==> config.mk <==
export PLATFORM = sky130hd
export DESIGN_NAME = spm_pin_mux
export DESIGN_NICKNAME = d
export VERILOG_FILES = /design/src/shared/spm_pkg.sv /design/src/design/spm_pin_mux.sv
export VERILOG_INCLUDE_DIRS = /design/src /design/src/shared
export SDC_FILE = /design/constraint.sdc
export NUM_CORES = 1
export LEC_CHECK = 0
export BUFFER_PORTS_ARGS = -buffer_cell sky130_fd_sc_hd__buf_2
export CAP_MARGIN = 10
export CORE_ASPECT_RATIO = 0.6
export CORE_MARGIN = 2
export CORE_UTILIZATION = 58
export CTS_BUF_LIST = sky130_fd_sc_hd__clkbuf_4 sky130_fd_sc_hd__clkbuf_8
export CTS_CLUSTER_SIZE = 30
export DETAILED_ROUTE_END_ITERATION = 10
export GPL_ROUTABILITY_DRIVEN = 0
export MAX_ROUTING_LAYER = met4
export PLACE_DENSITY_LB_ADDON = 0.3
export SYNTH_ARGS = -nofsm -noshare
export SYNTH_HDL_FRONTEND = slang
export SYNTH_SLANG_ARGS = --single-unit
==> constraint.sdc <==
create_clock -name clk_i -period 3.38 [get_ports clk_i]
set_input_delay 0.338 -clock clk_i [delete_from_list [all_inputs] [get_ports clk_i]]
set_output_delay 0.338 -clock clk_i [all_outputs]
set_load 0.01 [all_outputs]
==> src/shared/spm_defs.svh <==
// offsets, field positions, pin indices and reset values of the shared pin mux
`ifndef SPM_DEFS_SVH
`define SPM_DEFS_SVH
`define SPM_NPIN 22
`define SPM_NSYNC 23
`define SPM_A0 0
`define SPM_B0 4
`define SPM_B3 7
`define SPM_DIR 10
`define SPM_TCLK 11
`define SPM_C0 12
`define SPM_CLKO 13
`define SPM_XF 14
`define SPM_BR 15
`define SPM_CAP 16
`define SPM_TX 20
`define SPM_RX 21
`define SPM_PDP 22
`define SPM_IN_FUNCS 22'h3f9c0f
`define SPM_OFF_PORTA 8'h00
`define SPM_OFF_PORTB 8'h04
`define SPM_OFF_PORTC 8'h08
`define SPM_OFF_PORTD 8'h0c
`define SPM_OFF_SYS 8'h10
`define SPM_OFF_SACT 8'h14
`define SPM_MASK_A 8'h0f
`define SPM_MASK_B 8'hff
`define SPM_MASK_C 8'hff
`define SPM_MASK_D 8'h03
`define SPM_FSEL_LSB 16
`define SPM_DIR_LSB 8
`define SPM_PIN_LSB 24
`define SPM_RST_FSEL_C 8'h0c
`define SPM_C_CLKO_BIT 17
`define SPM_SYS_XF 2
`define SPM_SYS_PDPEN 3
`define SPM_SYS_QEP 4
`define SPM_SYS_PDPST 8
`define SPM_RST_SYS 32'h00000008
`define SPM_RST_SACT 32'h00000000
`endif

==> src/shared/spm_pkg.sv <==
// types shared by the pin mux and its bench
`include "spm_defs.svh"
package spm_pkg;
  typedef struct packed {
    logic [`SPM_NPIN-1:0] o;
    logic [`SPM_NPIN-1:0] oe;
  } spm_pad_s;
  typedef struct packed {
    logic [5:0] o;
    logic [5:0] oe;
  } spm_fcmp_s;
  typedef struct packed {
    logic [3:0] adc_en;
    logic tmr_down;
    logic tmr_clk;
    logic conv_start;
    logic [3:0] cap;
    logic [1:0] quadrature_encoder_input;
    logic branch_take;
    logic sci_rx;
  } spm_periph_s;
  typedef enum logic [1:0] {
    SPM_ACT_LOW = 2'h0,
    SPM_ACT_ALOW = 2'h1,
    SPM_ACT_AHIGH = 2'h2,
    SPM_ACT_HIGH = 2'h3
  } spm_act_e;
endpackage : spm_pkg

==> src/design/spm_pin_mux.sv <==
// shared-function pin multiplexer with wishbone port registers
//
// Behaviour
// (RULE_01) shared pins leave any reset as digital inputs, function off, except flag, branch and clock out pins.
// (RULE_02) port A pins may route to the first or second converter instead.
// (RULE_03) simple-compare pin level comes from compare unit and action setting.
// (RULE_04) simple-compare pins float while unmasked protect input is low.
// (RULE_05) timer compare pins float while unmasked protect input is low.
// (RULE_06) direction pin low counts timers up, high counts down; board drives it.
// (RULE_07) selected timer clock pin feeds the general-purpose timers.
// (RULE_08) selected converter start pin triggers a conversion.
// (RULE_09) capture pins 1,2 capture or quadrature; pins 3,4 capture only.
// (RULE_10) external flag drives latched software level; default after every reset.
// (RULE_11) branch input pin defaults to branch-control input after every reset.
// (RULE_12) branch poll finding the pin low takes the branch.
// (RULE_13) clock out pin carries selected clock; default after power-on reset.
// (RULE_14) serial pins carry serial transmit/receive or general-purpose I/O.
// (RULE_15) full-compare pins float on unmasked protect low and during reset.
// (RULE_16) in digital mode direction and level come from port registers.
`timescale 1ns/1ps
`include "spm_defs.svh"
module spm_pin_mux import spm_pkg::*; (
  input wire logic clk_i, // core clock, 50 MHz
  input wire logic rst_i, // synchronous reset, active high
  input wire logic por_i, // high while the reset is a power-on one
  input wire logic wb_cyc_i, // wishbone cycle
  input wire logic wb_stb_i, // wishbone strobe
  input wire logic wb_we_i, // wishbone write
  input wire logic [7:0] wb_adr_i, // byte address
  input wire logic [3:0] wb_sel_i, // byte enables
  input wire logic [31:0] wb_dat_i, // write data
  output logic [31:0] wb_dat_o, // read data
  output logic wb_ack_o, // acknowledge
  input wire logic [`SPM_NPIN-1:0] pad_i, // pin levels
  output spm_pad_s pad_o, // pin drive and enables
  input wire logic power_drive_protect_irq_n_i, // protect input, active low
  input wire logic [2:0] scmp_i, // simple compare matches
  input wire logic [2:0] tcmp_i, // timer compare levels
  input wire logic [5:0] fcmp_i, // full compare levels
  output spm_fcmp_s fcmp_o, // full compare pins
  input wire logic [3:0] clk_src_i, // candidate clock levels
  input wire logic sci_tx_i, // serial transmit data
  input wire logic branch_poll_i, // branch-on-input instruction polls
  output spm_periph_s periph_o // to the peripherals
);

  ////////////////////////////////////////////////////////////////////////////
  // storage
  logic [31:0] port_r [4];
  logic [31:0] sys_r;
  logic [31:0] sact_r;
  logic [`SPM_NSYNC-1:0] s1, s2, s3, filt;
  logic start_prev;
  logic [`SPM_NPIN-1:0] fs, dir, dout;
  logic trip;
  spm_pad_s next_pad;
  logic [31:0] next_rd;

  function automatic logic [31:0] merge(input logic [31:0] old, input logic [31:0] wd,
                                        input logic [3:0] sel);
    logic [31:0] r;
    r = old;
    for (int b = 0; b < 4; b++) begin
      if (sel[b]) begin
        r[b*8 +: 8] = wd[b*8 +: 8];
      end
    end
    return r;
  endfunction : merge

  function automatic logic [7:0] pin_mask(input logic [1:0] p);
    unique case (p)
      2'h0: return `SPM_MASK_A;
      2'h1: return `SPM_MASK_B;
      2'h2: return `SPM_MASK_C;
      2'h3: return `SPM_MASK_D;
    endcase
  endfunction : pin_mask

  // output level under the simple action setting
  function automatic logic act_level(input spm_act_e a, input logic m);
    unique case (a)
      SPM_ACT_LOW: return 1'b0;
      SPM_ACT_ALOW: return ~m;
      SPM_ACT_AHIGH: return m;
      SPM_ACT_HIGH: return 1'b1;
    endcase
  endfunction : act_level

  ////////////////////////////////////////////////////////////////////////////
  // pin synchroniser: three stages, a change counts once stages two and three agree
  always_ff @(posedge clk_i) begin
    if (rst_i) begin
      s1 <= '1;
      s2 <= '1;
      s3 <= '1;
      filt <= '1;
    end else begin
      s1 <= {power_drive_protect_irq_n_i, pad_i};
      s2 <= s1;
      s3 <= s2;
      filt <= (s3 & ~(s2 ^ s3)) | (filt & (s2 ^ s3));
    end
  end

  // flat views of the port registers, pin order A, B, C, serial
  assign fs = {port_r[3][17:16], port_r[2][23:16], port_r[1][23:16], port_r[0][19:16]};
  assign dir = {port_r[3][9:8], port_r[2][15:8], port_r[1][15:8], port_r[0][11:8]};
  assign dout = {port_r[3][1:0], port_r[2][7:0], port_r[1][7:0], port_r[0][3:0]};
  assign trip = sys_r[`SPM_SYS_PDPEN] & ~filt[`SPM_PDP];

  ////////////////////////////////////////////////////////////////////////////
  // wishbone slave: one wait state, unmapped reads give zero; unmapped writes below 0x10 go to the port picked by address bits 3:2, others are dropped
  always_ff @(posedge clk_i) begin
    if (rst_i) begin
      wb_ack_o <= 1'b0;
      wb_dat_o <= 32'h0;
    end else begin
      wb_ack_o <= wb_cyc_i & wb_stb_i & ~wb_ack_o;
      wb_dat_o <= next_rd;
    end
  end

  always_comb begin
    next_rd = 32'h0;
    unique case (wb_adr_i)
      `SPM_OFF_PORTA: next_rd = {4'h0, filt[3:0], port_r[0][23:0]};
      `SPM_OFF_PORTB: next_rd = {filt[11:4], port_r[1][23:0]};
      `SPM_OFF_PORTC: next_rd = {filt[19:12], port_r[2][23:0]};
      `SPM_OFF_PORTD: next_rd = {6'h0, filt[21:20], port_r[3][23:0]};
      `SPM_OFF_SYS: next_rd = sys_r | {23'h0, ~filt[`SPM_PDP], 8'h0};
      `SPM_OFF_SACT: next_rd = sact_r;
      default: next_rd = 32'h0;
    endcase
  end

  // port registers; every reset leaves pins as inputs except flag and branch; clock out is set by power-on reset and kept by warm reset
  always_ff @(posedge clk_i) begin
    if (rst_i) begin
      port_r[0] <= 32'h0; // see RULE_01
      port_r[1] <= 32'h0;
      port_r[3] <= 32'h0;
      port_r[2] <= {8'h0, `SPM_RST_FSEL_C, 16'h0}; // see RULE_10 see RULE_11
      port_r[2][`SPM_C_CLKO_BIT] <= por_i | port_r[2][`SPM_C_CLKO_BIT]; // see RULE_13
    end else if (wb_cyc_i && wb_stb_i && wb_we_i && wb_ack_o && wb_adr_i[7:4] == 4'h0) begin
      port_r[wb_adr_i[3:2]] <= merge(port_r[wb_adr_i[3:2]], wb_dat_i, wb_sel_i)
        & {8'h0, {3{pin_mask(wb_adr_i[3:2])}}};
    end
  end

  // system control: clock source, flag level, protect enable, quadrature mode
  always_ff @(posedge clk_i) begin
    if (rst_i) begin
      sys_r <= `SPM_RST_SYS;
      sact_r <= `SPM_RST_SACT;
    end else if (wb_cyc_i && wb_stb_i && wb_we_i && wb_ack_o) begin
      if (wb_adr_i == `SPM_OFF_SYS) begin
        sys_r <= merge(sys_r, wb_dat_i, wb_sel_i) & 32'h0000001f;
      end
      if (wb_adr_i == `SPM_OFF_SACT) begin
        sact_r <= merge(sact_r, wb_dat_i, wb_sel_i) & 32'h0000003f;
      end
    end
  end

  ////////////////////////////////////////////////////////////////////////////
  // pin drive: port registers by default, functions override
  always_comb begin
    next_pad.o = dout; // see RULE_16
    next_pad.oe = dir & ~(fs & `SPM_IN_FUNCS); // see RULE_02
    for (int k = 0; k < 3; k++) begin
      if (fs[`SPM_B0 + k]) begin
        next_pad.o[`SPM_B0 + k] = act_level(spm_act_e'(sact_r[2*k +: 2]), scmp_i[k]); // see RULE_03
        next_pad.oe[`SPM_B0 + k] = ~trip; // see RULE_04
      end
      if (fs[`SPM_B3 + k]) begin
        next_pad.o[`SPM_B3 + k] = tcmp_i[k];
        next_pad.oe[`SPM_B3 + k] = ~trip; // see RULE_05
      end
    end
    // the clock is resampled here, so only clocks below half the core rate pass cleanly
    if (fs[`SPM_CLKO]) begin
      next_pad.o[`SPM_CLKO] = clk_src_i[sys_r[1:0]]; // see RULE_13
      next_pad.oe[`SPM_CLKO] = 1'b1;
    end
    if (fs[`SPM_XF]) begin
      next_pad.o[`SPM_XF] = sys_r[`SPM_SYS_XF]; // see RULE_10
      next_pad.oe[`SPM_XF] = 1'b1;
    end
    if (fs[`SPM_TX]) begin
      next_pad.o[`SPM_TX] = sci_tx_i; // see RULE_14
      next_pad.oe[`SPM_TX] = 1'b1;
    end
  end

  always_ff @(posedge clk_i) begin
    if (rst_i) begin
      pad_o <= '0;
      fcmp_o <= '0; // see RULE_15
    end else begin
      pad_o <= next_pad;
      fcmp_o.o <= fcmp_i;
      fcmp_o.oe <= {6{~trip}}; // see RULE_15
    end
  end

  ////////////////////////////////////////////////////////////////////////////
  // peripheral side; inputs of unselected functions rest at their idle levels
  always_ff @(posedge clk_i) begin
    if (rst_i) begin
      periph_o <= '0;
      periph_o.sci_rx <= 1'b1;
      start_prev <= 1'b1;
    end else begin
      start_prev <= filt[`SPM_C0];
      periph_o.adc_en <= fs[3:0]; // see RULE_02
      periph_o.tmr_down <= fs[`SPM_DIR] & filt[`SPM_DIR]; // see RULE_06
      periph_o.tmr_clk <= fs[`SPM_TCLK] & filt[`SPM_TCLK]; // see RULE_07
      periph_o.conv_start <= fs[`SPM_C0] & filt[`SPM_C0] & ~start_prev; // see RULE_08
      periph_o.cap[3:2] <= fs[19:18] & filt[19:18];
      periph_o.cap[1:0] <= sys_r[`SPM_SYS_QEP] ? 2'h0 : fs[17:16] & filt[17:16]; // see RULE_09
      periph_o.quadrature_encoder_input <= sys_r[`SPM_SYS_QEP] ? fs[17:16] & filt[17:16] : 2'h0; // see RULE_09
      periph_o.branch_take <= branch_poll_i & fs[`SPM_BR] & ~filt[`SPM_BR]; // see RULE_12
      periph_o.sci_rx <= fs[`SPM_RX] ? filt[`SPM_RX] : 1'b1; // see RULE_14
    end
  end
endmodule : spm_pin_mux

==> results.md <==
Placed design:
- Prior to clock tree synthesis, the placed netlist has a worst setup slack of 0.567 ns.
- In this run the tool buffered the top-level ports with 185 buffer cells.
- The cell area after placement is 12,300 µm².
- The number of placed instances with taps included is 1,338.
- The wire-length estimate of the detail-placed layout is 19,300 µm.

Synthesis:
- The mean instance size in the synthesized netlist is 11.8 µm².
- The sequential element share of the synthesized area is 0.624.
- The count of flip-flops with a built-in enable after synthesis is 96.
- Of the post-synthesis cell area, the dominant cell type holds 0.365.
- Counting every net in the synthesized netlist gives 1,040.
- Sorting the synthesized cells by area gives the leading types as sky130_fd_sc_hd__dfxtp_1, sky130_fd_sc_hd__edfxtp_1, sky130_fd_sc_hd__nor2_1.
- The post-synthesis cell type count is 47.
- The largest total area in the synthesized netlist belongs to sky130_fd_sc_hd__dfxtp_1.
- The leading cell type by number of instances after synthesis is sky130_fd_sc_hd__dfxtp_1.
- The synthesized netlist occupies a cell area of 11,100 µm².
- The total of flip-flops plus latches after synthesis is 299.
- Of all flip-flops after synthesis, the portion carrying an async set or reset was 0.
- The number of cells produced by synthesis is 944.
- The leading register cell type out of synthesis is sky130_fd_sc_hd__dfxtp_1.
- The number of warnings printed during yosys synthesis is 0.
- The commonest cells after synthesis are sky130_fd_sc_hd__dfxtp_1, sky130_fd_sc_hd__nor2_1, sky130_fd_sc_hd__edfxtp_1, sky130_fd_sc_hd__or2_2, sky130_fd_sc_hd__clkbuf_1.

Critical path:
- The critical path start-end classification is input port to register.
- The slowest library cell on the worst path is sky130_fd_sc_hd__or4_1.
- The end of the worst register-to-register path is port_r[3][21]$_SDFFCE_PN0P_.
- The beginning of the worst register-to-register path is wb_ack_o$_SDFF_PP0_.
- The data required time of the worst path is 3.60 ns.
- Setup slack on the worst reg-to-reg path comes out at 1.40 ns.
- The worst setup path is captured at a register.
- Of all nets on the critical path, the largest fanout is 21.
- STA classifies the critical path startpoint as an input port.
- The number of cell instances on the worst register-to-register path is 4.
- STA puts the critical path data arrival time at 2.55 ns.
- The largest stage delay on the critical path is 0.90 ns.
- Walking the worst path, the cells encountered are buf_2, or4_1, nor3_2, nand2_1, nand2b_1, buf_12.

Finish:
- After filler insertion, the fill cell instance count of the layout stands at 1,356.
- The final cell count without fillers is 1,438.
- The growth of design area from synthesis to finish is 21.0%.
- Of the cells placed in the final design, the portion with a size suffix greater than 1 is 0.325.
- The multi-input combinational cells in the finished layout cover a total of 3910 µm².
- At the end of the flow the core is filled with cells to 0.711.
- After the last flow step, the layout net total stands at 1,255.
- The sequential cells in the finished layout cover a total of 6950 µm².
- The final design instance area without fill is 13,500 µm².

Pwr:
- After layout, the design draws a total of 7.24 mW.
- In this run the static leakage power is 5.55 nW.
- The worst voltage drop across the vdd grid is 0.334 mV.
- Dividing total power by cell area gives a power density of 538 nW/µm².

Timing:
- Setup repair after global routing left no endpoint under its margin.
- Measured against its own limit, the worst slew margin works out to 0.177.
- The slew at the pin with the worst max-slew slack is 1.23 ns.
- Dividing the final minimum period by the clock period gives 0.689.
- Across all setup checks in the final design, the least slack found is 1.05 ns.
- The count of endpoints failing hold in the final timing report came to 0.
- On the final layout, the worst clock skew is 0.0269 ns.
- The final total negative setup slack is 0 ns.
- Setup violations remaining at the end of the flow were counted as 0.
- For this run, the top clock speed supported by timing is 0.429 GHz.
- Across all hold checks on the routed design, the worst slack comes to 0.0342 ns.
- Counting I/O delays and the setup requirement, the final critical path takes 2.33 ns.
- The max-slew violation count is 0.

Floorplan:
- From bottom edge to top edge, the die measures 111 µm.
- The top-level I/O count is 195.
- From left edge to right edge, the die measures 183 µm.
- The floorplan has 39 rows.
- The effective utilization at floorplan is 0.588.
- The core region is 18,900 µm².
- The die covers 20,300 µm².

Routing:
- The first routing iteration left 1,024 violations.
- The total routed wirelength is 29,500 µm.
- The routed layout has 8,343 vias.
- The total DRC errors in the routed layout is 0.
- The routed via count divided by cell count is 5.80.
- The post-route antenna net violation count is 0.
- The per-cell routed wire length is 20.5 µm.
- The pre-antenna-repair detailed-routing pass consisted of 6 iterations.

GRT:
- The via count of the first global-routing pass is 8,079.
- Global routing finished with a remaining overflow of 0.
- Entering global routing, the biggest net connects 78 pins.
- The number of antenna violations at the first check in global routing is 0.
- The overall global routing resource usage is 0.297.
- The first-pass GRT wire length is 44,700 µm.

Hold path:
- The worst hold path passes through 2 cells.
- The path class of the tightest hold or removal check is input port to register.
- The end point of the most critical hold path is fcmp_o[8]$_SDFF_PP0_.
- In this run the most critical hold path is launched from fcmp_i[2].

Clocking:
- The clock tree from TritonCTS is built.
- Clock tree synthesis selected as its root buffer the cell sky130_fd_sc_hd__clkbuf_8.
- The number of clock buffers added by TritonCTS is 42.
- Clock-pin slew was measured on the worst setup and hold paths at 0.07 ns.
- Clock tree synthesis found a total of 299 sinks.
- The buffer levels on the longest clock path is 3.
- The source-to-sink clock delay at the later pin of the worst-skew pair is 0.54 ns.
- The clock tree synthesis step divided the H-tree into 2 levels.

Outcome:
- The run finished with clean final reports.

Run:
- The number of maximum-capacitance constraint violations is 0.
[registers in the layout, indices dropped and copies added, names as in the netlist, named ones only]
name and flops:
fcmp_o 7, wb_ack_o 1, wb_dat_o 32, start_prev 1
pad_o 44, sact_r 6, s2 23, s3 23
sys_r 5, port_r 96, s1 23, periph_o 15
[critical path: cells and delay by family]
family	cells	cell delay, ns
buffers and inverters	2	0.37
and+or+nand+nor	4	1.84
[routing by layer]
| layer | global-route usage | wire, µm | vias to the layer above |
|---|---|---|---|
| met1 | 0.413 | 12100 | 3923 |
| met3 | 0.0940 | 4230 | 40 |
| met2 | 0.425 | 12600 | 594 |
| met5 | - | 0 | - |
| li1 | - | - | 3786 |
| met4 | 0.0768 | 490 | 0 |
[cells by family after synthesis]
family          after synthesis  share of synthesized area
simple gates                351                      0.154
flops                       299                      0.624
compound gates              157                      0.104
buf+inv                      67                     0.0247
mux                          65                     0.0866
fa+ha+maj                     5                    0.00562
[worst max-delay path by stage]
stage / start / to
6_report: wb_adr_i[5] / port_r[0][20]$_SDFFCE_PN0P_
5_1_grt: wb_adr_i[5] / port_r[0][20]$_SDFFCE_PN0P_
4_1_cts: wb_adr_i[5] / port_r[0][20]$_SDFFCE_PN0P_
3_5_place_dp: wb_adr_i[5] / port_r[0][21]$_SDFFCE_PN0P_
3_3_place_gp: wb_adr_i[5] / port_r[0][14]$_SDFFCE_PN0P_
2_1_floorplan: wb_adr_i[5] / port_r[3][0]$_SDFFCE_PN0P_
[timing repair]
action / in CTS / in global routing
buffers inserted: 0 / 0
hold buffers: 23 / 0
hold endpoints to repair: 23 / 0
endpoints found under the setup margin: 0 / 0
resized for setup: 0 / 0
[cells in the final DEF (no fill, tap or decap), types with 9 or more instances in the layout]
master,n
sky130_fd_sc_hd__dfxtp_1,203
sky130_fd_sc_hd__nor2_1,186
sky130_fd_sc_hd__buf_2,184
sky130_fd_sc_hd__edfxtp_1,96
sky130_fd_sc_hd__or2_2,70
sky130_fd_sc_hd__clkbuf_8,53
sky130_fd_sc_hd__mux2i_1,40
sky130_fd_sc_hd__a22oi_1,40
sky130_fd_sc_hd__a21oi_1,33
sky130_fd_sc_hd__nor2b_1,25
sky130_fd_sc_hd__mux4_2,25
sky130_fd_sc_hd__nand2_1,23
sky130_fd_sc_hd__o21bai_1,23
sky130_fd_sc_hd__dlygate4sd3_1,23
sky130_fd_sc_hd__buf_4,23
sky130_fd_sc_hd__o22a_1,20
sky130_fd_sc_hd__clkbuf_4,17
sky130_fd_sc_hd__nor3b_1,14
sky130_fd_sc_hd__a22o_1,9
sky130_fd_sc_hd__a211oi_1,9
[power breakdown]
| group | internal [mW] | switching (mW) | leakage, nW |
|---|---|---|---|
| Clock | 1.60 | 1.31 | 0.475 |
| Sequential | 3.80 | 0.0620 | 2.65 |
| Combinational | 0.208 | 0.261 | 2.43 |
| Total | 5.61 | 1.63 | 5.55 |
[cell type report]
type,count,area share
clock inverters,6,0.00251
clock buffers,70,0.0637
well taps,246,0.0229
inverters,5,0.00139
flip-flops and latches,299,0.516
diodes,1,0.000186
repair buffers,233,0.103
multi-input cells,578,0.291
Note: power is estimated with default switching activity, not from simulation.
